### config.mk
export PLATFORM = sky130hd
export DESIGN_NAME = seac_ctrl
export DESIGN_NICKNAME = d
export VERILOG_FILES = /design/src/hdl/seac_pkg.sv /design/src/hdl/seac_ctrl.sv /design/src/hdl/seac_clkdiv.sv
export VERILOG_INCLUDE_DIRS = /design/src /design/src/hdl
export SDC_FILE = /design/constraint.sdc
export NUM_CORES = 1
export LEC_CHECK = 0
export BUFFER_PORTS_ARGS = -buffer_cell sky130_fd_sc_hd__buf_4
export CAP_MARGIN = 0
export CELL_PAD_IN_SITES_DETAIL_PLACEMENT = 1
export CELL_PAD_IN_SITES_GLOBAL_PLACEMENT = 1
export CORE_MARGIN = 2
export CORE_UTILIZATION = 25
export CTS_CLUSTER_DIAMETER = 30
export DETAILED_ROUTE_END_ITERATION = 16
export PLACE_DENSITY_LB_ADDON = 0.1
export SLEW_MARGIN = 20
export SYNTH_ARGS = -nofsm -noshare
export SYNTH_HDL_FRONTEND = slang
export SYNTH_HIERARCHICAL = 1
export SYNTH_SLANG_ARGS = --single-unit
### constraint.sdc
create_clock -name core_clk -period 5.4 [get_ports core_clk]
set_clock_uncertainty 0.1 [all_clocks]
set_input_delay 0.54 -clock core_clk [delete_from_list [all_inputs] [get_ports core_clk]]
set_output_delay 0.54 -clock core_clk [all_outputs]
set_load 0.01 [all_outputs]
### src/hdl/seac_defines.svh
/*
  constants of the serial eeprom access controller: register offsets, field
  positions, reset values, serial command codes and clock divider counts.
  assumes a single core clock and an ahb-lite register bus.
*/
// How it works
// - a start written by software outside autoload runs one eeprom cycle and stays set until that cycle ends.
// - the command bit picks read (0) or write (1) for the next cycle and resets to zero.
// - a missing eeprom acknowledge sets the read-only error flag, which resets to zero.
// - both autoload status bits read one after a successful autoload and zero otherwise.
// - the rate field divides the core clock by 256 (code 01, reset) or 128 (code 10); 00 and 11 are reserved.
// - an eight-bit location field names the eeprom word of the next software cycle.
// - a sixteen-bit word field supplies write data and takes the returned word when a software read ends.
// - the serial bit order is caught from strap pin 2 at reset: zero msb first, one lsb first.
// - the autoload speed is caught from strap pin 1 at reset: zero fast, one normal.
// - the autoload bypass is caught from strap pin 0 at reset: zero skips autoload, one runs it.
// - reserved control and test bits read zero.
`ifndef SEAC_DEFINES_SVH
`define SEAC_DEFINES_SVH

`define SEAC_OFF_CTRL      8'hc8
`define SEAC_OFF_TEST      8'hcc
`define SEAC_OFF_ISTAT     8'hd0
`define SEAC_OFF_IMASK     8'hd4

`define SEAC_BIT_START     0
`define SEAC_BIT_CMD       1
`define SEAC_RATE_RST      2'h1
`define SEAC_RATE_FAST     2'h2
`define SEAC_IRQ_DONE      0
`define SEAC_IRQ_ERR       1

`define SEAC_OP_READ       8'h03
`define SEAC_OP_WRITE      8'h02
`define SEAC_AL_LOC        8'h00
`define SEAC_LAST_WR_BYTE  2'h3
`define SEAC_LAST_RD_BYTE  2'h1

`define SEAC_DIV256_LAST   8'hff
`define SEAC_DIV256_RISE   8'h80
`define SEAC_DIV128_LAST   8'h7f
`define SEAC_DIV128_RISE   8'h40

`endif

### src/hdl/seac_pkg.sv
/*
  types of the serial eeprom access controller.
  assumes seac_defines.svh is compiled alongside.
*/
package seac_pkg;

  typedef enum logic [3:0] {
    SEAC_IDLE = 4'h1,
    SEAC_SEND = 4'h2,
    SEAC_ACK  = 4'h4,
    SEAC_RECV = 4'h8
  } seac_state_t;

  // eeprom pins driven by the block
  typedef struct packed {
    logic clk;
    logic dat_o;
    logic dat_oe;
  } seac_ee_out_t;

  // straps caught at reset
  typedef struct packed {
    logic order;
    logic speed;
    logic bypass;
  } seac_strap_t;

endpackage

### src/hdl/seac_ctrl.sv
/*
  serial eeprom access controller: ahb-lite register slave, power-up
  autoload, software read and write cycles, strap capture and interrupt.
  assumes straps are steady while rst is high and eeprom data is synchronous.
*/
// Our own choice: the AHB-Lite slave port.
`timescale 1ns/1ps
`default_nettype none
`include "seac_defines.svh"

module seac_ctrl (
  // clock and reset
  input  wire logic                  core_clk,
  input  wire logic                  rst,
  // ahb-lite slave
  input  wire logic                  hsel,
  input  wire logic [31:0]           haddr,
  input  wire logic [1:0]            htrans,
  input  wire logic                  hwrite,
  input  wire logic [2:0]            hsize,
  input  wire logic [31:0]           hwdata,
  input  wire logic                  hready,
  output logic                       hreadyout,
  output logic                       hresp,
  output logic [31:0]                hrdata,
  // straps, active-low grant pins
  input  wire logic [2:0]            s_gnt_n,
  // eeprom
  input  wire logic                  ee_dat_i,
  output seac_pkg::seac_ee_out_t     ee_out,
  // interrupt
  output logic                       irq
);

  seac_pkg::seac_state_t  state_q;
  seac_pkg::seac_strap_t  strap_q;
  seac_pkg::seac_ee_out_t ee_q;
  logic        start_q, cmd_q, err_q, al_ok_q, al_dis_q, al_pend_q, al_q, op_wr_q;
  logic [1:0]  rate_q;
  logic [7:0]  loc_q;
  logic [15:0] word_q;
  logic [31:0] tx_q;
  logic [15:0] rx_q;
  logic [1:0]  byte_q;
  logic [2:0]  bit_q;
  logic [1:0]  istat_q;
  logic [1:0]  imask_q;
  logic        irq_q;
  logic        wr_pend_q;
  logic [7:0]  waddr_q;
  logic [31:0] hrdata_q;
  logic        hreadyout_q;

  logic        fall, rise, half_rate, busy, sw_go, al_go, launch;
  logic        nack, fin, fin_ok, last_tx;
  logic [2:0]  bsel;
  logic [15:0] rx_next;
  logic        take, wr_ctrl;

  assign busy      = (state_q != seac_pkg::SEAC_IDLE);
  assign al_go     = !busy && al_pend_q && strap_q.bypass;
  assign sw_go     = !busy && !al_pend_q && start_q;
  assign launch    = al_go || sw_go;
  assign half_rate = al_q ? !strap_q.speed : (rate_q == `SEAC_RATE_FAST);
  assign bsel      = strap_q.order ? bit_q : ~bit_q;
  assign last_tx   = (byte_q == (op_wr_q ? `SEAC_LAST_WR_BYTE : `SEAC_LAST_RD_BYTE));
  assign nack      = (state_q == seac_pkg::SEAC_ACK) && rise && ee_dat_i;
  assign fin_ok    = rise && (((state_q == seac_pkg::SEAC_ACK) && !ee_dat_i && last_tx && op_wr_q)
                   || ((state_q == seac_pkg::SEAC_RECV) && (bit_q == 3'h7) && (byte_q == 2'h3)));
  assign fin       = nack || fin_ok;

  always_comb
  begin
    rx_next = rx_q;
    rx_next[{~byte_q[0], bsel}] = ee_dat_i;
  end

  seac_clkdiv u_div (
    .core_clk  (core_clk),
    .rst       (rst),
    .run       (busy),
    .half_rate (half_rate),
    .fall_o    (fall),
    .rise_o    (rise)
  );

  // straps are sampled on every reset cycle, so the last one before release wins
  always_ff @(posedge core_clk)
  begin
    if (rst)
      strap_q <= s_gnt_n;
  end

  always_ff @(posedge core_clk)
  begin
    if (rst)
    begin
      al_pend_q <= 1'b1;
      al_dis_q  <= 1'b1;
    end
    else
    begin
      al_dis_q <= !strap_q.bypass;
      if (!busy)
        al_pend_q <= 1'b0;
    end
  end

  // serial sequencer
  always_ff @(posedge core_clk)
  begin
    if (rst)
    begin
      state_q <= seac_pkg::SEAC_IDLE;
      byte_q  <= 2'h0;
      bit_q   <= 3'h0;
      tx_q    <= 32'h0000_0000;
      rx_q    <= 16'h0000;
      al_q    <= 1'b0;
      op_wr_q <= 1'b0;
    end
    else
    begin
      case (state_q)
        seac_pkg::SEAC_IDLE:
        begin
          if (launch)
          begin
            al_q    <= al_go;
            op_wr_q <= !al_go && cmd_q;
            tx_q    <= al_go ? {`SEAC_OP_READ, `SEAC_AL_LOC, 16'h0000}
                             : {(cmd_q ? `SEAC_OP_WRITE : `SEAC_OP_READ), loc_q, word_q};
            byte_q  <= 2'h0;
            bit_q   <= 3'h0;
            state_q <= seac_pkg::SEAC_SEND;
          end
        end
        seac_pkg::SEAC_SEND:
        begin
          if (rise)
          begin
            bit_q <= bit_q + 3'h1;
            if (bit_q == 3'h7)
              state_q <= seac_pkg::SEAC_ACK;
          end
        end
        seac_pkg::SEAC_ACK:
        begin
          if (fin)
            state_q <= seac_pkg::SEAC_IDLE;
          else if (rise)
          begin
            byte_q  <= byte_q + 2'h1;
            tx_q    <= {tx_q[23:0], 8'h00};
            state_q <= last_tx ? seac_pkg::SEAC_RECV : seac_pkg::SEAC_SEND;
          end
        end
        seac_pkg::SEAC_RECV:
        begin
          if (rise)
          begin
            rx_q  <= rx_next;
            bit_q <= bit_q + 3'h1;
            if (fin)
              state_q <= seac_pkg::SEAC_IDLE;
            else if (bit_q == 3'h7)
              byte_q <= byte_q + 2'h1;
          end
        end
        default:
          state_q <= seac_pkg::SEAC_IDLE;
      endcase
    end
  end

  // pins: data moves on the falling edge, the eeprom samples on the rising one
  always_ff @(posedge core_clk)
  begin
    if (rst)
      ee_q <= '0;
    // the closing rise still reaches the pin, so the eeprom sees its last clock
    else if (!busy)
      ee_q <= '0;
    else if (fall)
    begin
      ee_q.clk    <= 1'b0;
      ee_q.dat_o  <= (state_q == seac_pkg::SEAC_SEND) ? tx_q[{2'b11, bsel}] : 1'b0;
      ee_q.dat_oe <= (state_q == seac_pkg::SEAC_SEND);
    end
    else if (rise)
      ee_q.clk <= 1'b1;
  end

  // ahb-lite: zero wait states, read data registered in the address phase
  assign take    = hsel && htrans[1] && hready;
  assign wr_ctrl = wr_pend_q && (waddr_q == `SEAC_OFF_CTRL) && !start_q && !busy && !al_pend_q;

  always_ff @(posedge core_clk)
  begin
    if (rst)
    begin
      wr_pend_q   <= 1'b0;
      waddr_q     <= 8'h00;
      hrdata_q    <= 32'h0000_0000;
      hreadyout_q <= 1'b0;
    end
    else
    begin
      hreadyout_q <= 1'b1;
      wr_pend_q   <= take && hwrite;
      waddr_q     <= haddr[7:0];
      if (take && !hwrite)
      begin
        case (haddr[7:0])
          `SEAC_OFF_CTRL:  hrdata_q <= {word_q, loc_q, rate_q, 2'b00, al_ok_q, err_q, cmd_q, start_q};
          `SEAC_OFF_TEST:  hrdata_q <= {2'b00, strap_q.order, strap_q.speed, strap_q.bypass,
                                        al_ok_q, 1'b0, al_dis_q, 24'h00_0000};
          `SEAC_OFF_ISTAT: hrdata_q <= {30'h0000_0000, istat_q};
          `SEAC_OFF_IMASK: hrdata_q <= {30'h0000_0000, imask_q};
          default:         hrdata_q <= 32'h0000_0000;
        endcase
      end
    end
  end

  // software fields; writes while a cycle runs are dropped
  always_ff @(posedge core_clk)
  begin
    if (rst)
    begin
      start_q <= 1'b0;
      cmd_q   <= 1'b0;
      rate_q  <= `SEAC_RATE_RST;
      loc_q   <= 8'h00;
      word_q  <= 16'h0000;
    end
    else
    begin
      if (wr_ctrl)
      begin
        start_q <= hwdata[`SEAC_BIT_START];
        cmd_q   <= hwdata[`SEAC_BIT_CMD];
        rate_q  <= hwdata[7:6];
        loc_q   <= hwdata[15:8];
        word_q  <= hwdata[31:16];
      end
      if (fin && !al_q)
        start_q <= 1'b0;
      // autoload leaves the word field alone
      if (fin_ok && !op_wr_q && !al_q)
        word_q <= rx_next;
    end
  end

  always_ff @(posedge core_clk)
  begin
    if (rst)
    begin
      err_q   <= 1'b0;
      al_ok_q <= 1'b0;
    end
    else
    begin
      if (sw_go)
        err_q <= 1'b0;
      if (nack)
        err_q <= 1'b1;
      if (fin_ok && al_q)
        al_ok_q <= 1'b1;
    end
  end

  // interrupt: set wins over a write-one clear in the same cycle
  always_ff @(posedge core_clk)
  begin
    if (rst)
    begin
      istat_q <= 2'b00;
      imask_q <= 2'b00;
      irq_q   <= 1'b0;
    end
    else
    begin
      istat_q <= (istat_q & ~((wr_pend_q && (waddr_q == `SEAC_OFF_ISTAT)) ? hwdata[1:0] : 2'b00))
               | {nack, fin_ok};
      if (wr_pend_q && (waddr_q == `SEAC_OFF_IMASK))
        imask_q <= hwdata[1:0];
      irq_q <= |(istat_q & imask_q);
    end
  end

  assign hreadyout = hreadyout_q;
  assign hresp     = 1'b0;
  assign hrdata    = hrdata_q;
  assign ee_out    = ee_q;
  assign irq       = irq_q;

  chk_start_hold: assert property (@(posedge core_clk) disable iff (rst)
    (busy && !al_q && !fin) |=> start_q) else $error("start dropped before cycle end");
  chk_start_clear: assert property (@(posedge core_clk) disable iff (rst)
    (fin && !al_q) |=> !start_q && !busy) else $error("start not cleared at cycle end");
  chk_cmd_opcode: assert property (@(posedge core_clk) disable iff (rst)
    sw_go |=> tx_q[31:24] == ($past(cmd_q) ? `SEAC_OP_WRITE : `SEAC_OP_READ)) else $error("wrong opcode");
  chk_nack_err: assert property (@(posedge core_clk) disable iff (rst)
    nack |=> err_q && !busy && istat_q[`SEAC_IRQ_ERR]) else $error("nack not flagged");
  chk_autoload_ok: assert property (@(posedge core_clk) disable iff (rst)
    (fin_ok && al_q) |=> al_ok_q && !busy && $stable(word_q)) else $error("autoload status wrong");
  chk_rate_128: assert property (@(posedge core_clk) disable iff (rst)
    ($fell(ee_q.clk) && busy && half_rate && !fin) |-> ##63 !ee_q.clk ##1 ee_q.clk) else $error("clock low time not 64");
  chk_rate_256: assert property (@(posedge core_clk) disable iff (rst)
    ($fell(ee_q.clk) && busy && !half_rate && !fin) |-> ##127 !ee_q.clk ##1 ee_q.clk)
    else $error("clock low time not 128");
  chk_loc_stable: assert property (@(posedge core_clk) disable iff (rst)
    busy |=> $stable(loc_q)) else $error("location changed mid cycle");
  chk_read_word: assert property (@(posedge core_clk) disable iff (rst)
    (fin_ok && !op_wr_q && !al_q) |=> word_q == $past(rx_next)) else $error("read word not stored");
  chk_strap_bypass: assert property (@(posedge core_clk) disable iff (rst)
    (al_pend_q && !strap_q.bypass) |=> !busy [*2]) else $error("autoload ran while bypassed");
  chk_dis_ind: assert property (@(posedge core_clk) disable iff (rst)
    !$past(rst) |-> al_dis_q == !strap_q.bypass) else $error("disable indicator wrong");

  cov_sw_write: cover property (@(posedge core_clk) disable iff (rst) fin_ok && op_wr_q);
  cov_sw_read:  cover property (@(posedge core_clk) disable iff (rst) fin_ok && !op_wr_q && !al_q);
  cov_nack:     cover property (@(posedge core_clk) disable iff (rst) nack && !al_q);
  cov_autoload: cover property (@(posedge core_clk) disable iff (rst) fin_ok && al_q);

endmodule // seac_ctrl
`default_nettype wire

### src/hdl/seac_clkdiv.sv
/*
  eeprom clock divider: gives one fall and one rise strobe per serial period.
  assumes run stays high for a whole access cycle.
*/
`timescale 1ns/1ps
`default_nettype none
`include "seac_defines.svh"

module seac_clkdiv (
  // clock and reset
  input  wire logic core_clk,
  input  wire logic rst,
  // control
  input  wire logic run,
  input  wire logic half_rate,
  // strobes
  output logic      fall_o,
  output logic      rise_o
);

  logic [7:0] cnt_q;
  logic [7:0] last;
  logic [7:0] rise_at;

  assign last    = half_rate ? `SEAC_DIV128_LAST : `SEAC_DIV256_LAST;
  assign rise_at = half_rate ? `SEAC_DIV128_RISE : `SEAC_DIV256_RISE;
  assign fall_o  = run && (cnt_q == 8'h00);
  assign rise_o  = run && (cnt_q == rise_at);

  // restarts at zero so the first strobe of a cycle is a fall
  always_ff @(posedge core_clk)
  begin
    if (rst || !run)
      cnt_q <= 8'h00;
    else if (cnt_q >= last)
      cnt_q <= 8'h00;
    else
      cnt_q <= cnt_q + 8'h01;
  end

endmodule // seac_clkdiv
`default_nettype wire

## Word-level counts from Yosys, hierarchy flattened

Index checks and enable logic that the tools add are counted.

- Magnitude comparators: 4
- Bitwise gates (word level): 7
- Add/sub/neg operators: 3
- Mux-type cells: 43
- Equal/unequal tests: 28
- Reductions and logical operators: 62

Operators with widths:

| cell | number |
|---|---|
| one-hot mux 32 bit (4 select lines) | 1 |
| 2-to-1 mux 32 bit | 3 |
| one-hot mux 32 bit (2 select lines) | 1 |
| == test 8 bit (second input constant) | 7 |
| 2-to-1 mux 16 bit | 2 |
| 2-to-1 mux 4 bit | 8 |
| logical AND 1 bit | 30 |
| 2-to-1 mux 25 bit | 1 |
| bitwise mux 16 bit | 1 |
| 2-to-1 mux 2 bit | 8 |
| 2-to-1 mux 8 bit | 2 |
| != test 2 bit (second input constant) | 8 |
| one-hot mux 4 bit (4 select lines) | 1 |
| zero test 1 bit | 10 |
| OR reduction 2 bit | 5 |
| 2-to-1 mux 3 bit | 3 |
| adder 8 x 1 -> 8 bit (second input constant) | 1 |
| == test 8 bit | 1 |
| greater-or-equal comparator 8 bit | 1 |
| zero test 8 bit | 1 |
| 2-to-1 mux 1 bit | 8 |
| nonzero test 2 bit | 4 |
| AND reduction 7 bit | 1 |
| less-than comparator 5 x 6 -> 1 bit (second input constant) | 1 |
| 30 further kinds | 38 |

- Input port bits: 78
- Output and inout bits: 38
- Logic and storage cells: 177
- Register bits: 152

## Depth between registers and ports, before layout

- Word-level depth: 11
- Depth in mapped cells: 13
- Mapped depth without buffers: 11

## By module

Netlist, hierarchy kept.

Modules (own cells, without submodules):

| module | cells an instance | area each (µm²) | seq. area each (µm²) | instances |
|---|---|---|---|---|
| seac_ctrl | 671 | 6237.2 | 2872.8 | 1 |
| seac_clkdiv | 51 | 421.7 | 160.2 | 1 |

## Worst setup path after synthesis

OpenSTA, ideal clock, no wires.

- Kind: reg-to-reg
- Start point: register al_q
- End point: register tx_q[11]
- Stages on the path, launching flop included: 14
- Data required time: 5.168 ns
- Arrival time: 2.289 ns
- Path slack: 2.879 ns
- Buffers on the path: 3
- Cell sequence: dfxtp_1 inv_1 nand2_1 o22ai_1 ha_1 nand2_1 nor2_1 clkbuf_1 inv_1 o32a_1 buf_6 buf_6 a221oi_2 nor3_1

- Cells in the longest elaborated chain, start to end: 9
- Elaborated cells on any way between the ends: 11

RTL lines:

| what | line | source |
|---|---|---|
| start: declaration | seac_ctrl.sv:38 | `logic start_q, cmd_q, err_q, al_ok_q, al_dis_q, al_pend_q, al_q, op_wr_q;` |
| start signal: assignment | seac_ctrl.sv:129 | `al_q <= al_go;` |
| 2-to-1 mux 1 bit * | seac_ctrl.sv:64 | `` assign half_rate = al_q ? !strap_q.speed : (rate_q == `SEAC_RATE_FAST); `` |
| named net half_rate | seac_ctrl.sv:54 | `logic fall, rise, half_rate, busy, sw_go, al_go, launch;` |
| 2-to-1 mux 8 bit (no line) * | n/a |  |
| == test 8 bit * | seac_clkdiv.sv:28 | `assign rise_o = run && (cnt_q == rise_at);` |
| logical AND 1 bit * | seac_clkdiv.sv:28 |  |
| named net rise | seac_ctrl.sv:54 |  |
| logical AND 1 bit (2 in series) | seac_ctrl.sv:67 | `assign nack = (state_q == seac_pkg::SEAC_ACK) && rise && ee_dat_i;` |
| logical OR 1 bit | seac_ctrl.sv:70 | `assign fin = nack \|\| fin_ok;` |
| != test 2 bit (no line) | n/a |  |
| AND reduction 4 bit (no line) * | n/a |  |
| end signal: assignment | seac_ctrl.sv:131 | `` tx_q <= al_go ? {`SEAC_OP_READ, `SEAC_AL_LOC, 16'h0000} `` |
| end signal: assignment | seac_ctrl.sv:154 | `tx_q <= {tx_q[23:0], 8'h00};` |
| end: declaration | seac_ctrl.sv:42 | `logic [31:0] tx_q;` |

Mark *: on every way through the listed nets, which the timed path passes. The rest lies on a longest branch.
A chain may end at the register's enable or synchronous reset.

## Final worst setup path

- Start point: register al_q
- End point: register tx_q[9]

Same word-level chain as after synthesis.

==> run_results.csv <==
group,metric,value,unit
critical_path,crit_buf_inv,4,
critical_path,worstPathRequired,5570,ps
cts,cts_tree,"yes",
cts,cts_resized,0,
critical_path,slowest_delay,460,ps
critical_path,arrival,3250,ps
route,drt_iter0_drc,277,
route,first_pass_iters,10,
critical_path,path_class,"flip-flop to flip-flop",
synth,synth-seq-area-share,45.5,%
synth,yosysWarnings,6,
cts,numCtsBuffers,17,
critical_path,critical_path.top_delay_family,"compound AO/OA/AOI/OAI gates",
route,wl_per_cell,18.3,um
timing,finalHoldViolCount,0,
timing,relSlewSlack,28.9,%
cells_and_area,nets,860,
critical_path,cp_max_fo,35,
timing,rsz0062_at_grt,"false",
timing,tightest_slew,1070,ps
place,hpwl,14.4,mm
synth,synth_edf_count,3,
route,vias,5564,
global_routing,grt_max_degree,87,
floorplan,initial_utilization,25.5,%
route,drtAntennaViolNets,0,
timing,drv_slew,0,
timing,setup_violations,0,
synth,synthDistinctLibCells,68,
outcome,status,"finished with violations",
synth,synth_area,6660,um2
route,drc_errors,6,
timing,fmax,0.325,GHz
cts,holdBufCountCts,0,
cells_and_area,drive_above_1_share,19.5,%
pwr,peakVddDrop,0.189,mV
cts,root_buffer,"clkbuf_16",
cts,clk-insertion-delay-late,420,ps
synth,synthArstFlopShare,0,%
route,viasPerCell,4.95,
synth,synth_ff_type,"dfxtp_1",
place,gp_congestion,0.780,
critical_path,cp_cell_sequence,"inv_1 -> nand2_1 -> o22ai_1 -> ha_1 -> nand2_1 -> nor2_1 -> buf_4 -> inv_1 -> o32a_1 -> buf_4 -> a221oi_1 -> nor3_1",
floorplan,die_h,167,um
cts,clkTransAtPathRegs,70,ps
synth,syn_area_per_cell,9.22,um2
critical_path,crit_path_top_delay_cell,"a221oi_1",
global_routing,grt-ovfl-total,0,
global_routing,antenna_found_initial,0,
cts,postCtsSetupRepairBufs,0,
floorplan,dieArea,28000,um2
timing,fin_tns_setup,0,ps
cts,cts_max_path_buffers,2,
min_path,hold_class,"primary input to flip-flop",
cells_and_area,antenna_cells,0,
floorplan,die_w,167,um
place,port-buffer-count,80,
cells_and_area,postLayoutCellArea,8060,um2
floorplan,rows,59,
critical_path,setup.worst_path.start_class,"flip-flop",
timing,min_period_over_period,57.0,%
global_routing,grt_pass1_vias,5795,
global_routing,grt_pass1_wl,32.6,mm
run,maxCapViolations,0,
cells_and_area,final_common_cell,"dfxtp_1",
synth,ys_ff_latch,150,
outcome,failed_checks,"DRC",
place,placed_cell_area,7480,um2
synth,syn_inst,722,
global_routing,grt_usage,15.0,%
cts,htreeDepth,4,
floorplan,ios,116,
cells_and_area,final_cell_mix,"147 x dfxtp_1, 117 x nor2_1, 90 x buf_4",
timing,min_period,3080,ps
pwr,leakagePower,0.00312,uW
floorplan,coreArea,26100,um2
cts,clock-sinks,150,
pwr,p_per_area,359,nW/um2
critical_path,cp-end-kind,"flip-flop",
cells_and_area,syn_to_final_growth,21.0,%
timing,timing.hold.ws,197,ps
route,finalWirelength,20.6,mm
cells_and_area,n_fill_cell,3005,
==> report_power, final <==
part	internal, uW	switching [uW]	total, uW
sequential	1170	69.2	1240
clock	631	528	1160
combinational	188	304	493
==> per-stage QoR <==
stage | std cells | worst slack [ps] | total power (uW) | util [%]
2_1_floorplan | 724 | 2880 | 1620 | -
3_3_place_gp | 1092 | 2210 | 1750 | 28.6
3_5_place_dp | 1092 | 2150 | 1760 | 28.6
4_1_cts | 1124 | 2080 | 2930 | 30.8
5_1_grt | 1124 | 2070 | 3050 | 30.8
6_report | 1124 | 2320 | 2890 | 30.8
==> cells in the mapped netlist (all sizes together), types with 11 or more instances <==
cell type  instances  area share (%)
dfxtp            147              44
nor2             118             6.8
mux2i             53             8.0
nand2             43             2.4
a22oi             42             4.7
clkbuf            31             1.7
a21oi             26             2.0
buf               26             2.6
nor3              25             2.0
nand3             20             1.5
a211oi            19             2.1
o22ai             18             1.7
a221oi            17             3.4
nor2b             14             1.3
o21ai             11            0.83
==> path summary, 6_finish.rpt <==
kind,start,end,slack [ps],cells after the start
min reg2reg,hrdata[0]$_SDFFE_PP0P_,hrdata[0]$_SDFFE_PP0P_,350,2
max,al_q$_SDFFE_PP0P_,tx_q[9]$_SDFFE_PP0P_,2320,12
max reg2reg,al_q$_SDFFE_PP0P_,tx_q[9]$_SDFFE_PP0P_,2320,12
min,s_gnt_n[0],strap_q[0]$_DFFE_PP_,200,1
==> routing by layer <==
layer / share of wire (%) / GRT usage, % / up-vias
met2: 47 / 24.7 / 111
met1: 47 / 19.8 / 2715
li1: - / - / 2720
met4: 1.5 / 4.27 / 0
met5: 0 / 0 / -
met3: 3.9 / 3.07 / 18
==> sequential cells by signal, indices dropped and copies added (netlist names), 3 cells and up <==
| register | cells |
|---|---|
| rx_q | 16 |
| state_q | 4 |
| tx_q | 32 |
| word_q | 16 |
| u_div/cnt_q | 8 |
| strap_q | 3 |
| bit_q | 3 |
| ee_out | 3 |
| hrdata | 30 |
| loc_q | 8 |
| waddr_q | 8 |
==> layout make-up <==
| cell class | instances | area [um2] | share of cell area, % |
|---|---|---|---|
| clock buffer | 20 | 457 | 5.67 |
| clock inverter | 12 | 111 | 1.38 |
| inverter | 11 | 41.3 | 0.513 |
| multi-input combinational | 506 | 3320 | 41.2 |
| sequential | 150 | 3030 | 37.6 |
| tap | 335 | 419 | 5.20 |
| timing repair buffer | 90 | 676 | 8.39 |
==> cells by family after synthesis <==
| group | Yosys count | share of synthesized area [%] |
|---|---|---|
| buffers and inverters | 68 | 4.94 |
| adders and majority gates | 6 | 1.13 |
| and+or+nand+nor | 269 | 19.7 |
| muxes | 60 | 9.15 |
| AOI/OAI and AO/OA | 159 | 18.3 |
| other | 1 | 0.0563 |
| xor gates and xnor gates | 9 | 1.18 |
| DFF | 150 | 45.5 |
Note: power is estimated with default switching activity, not from simulation.
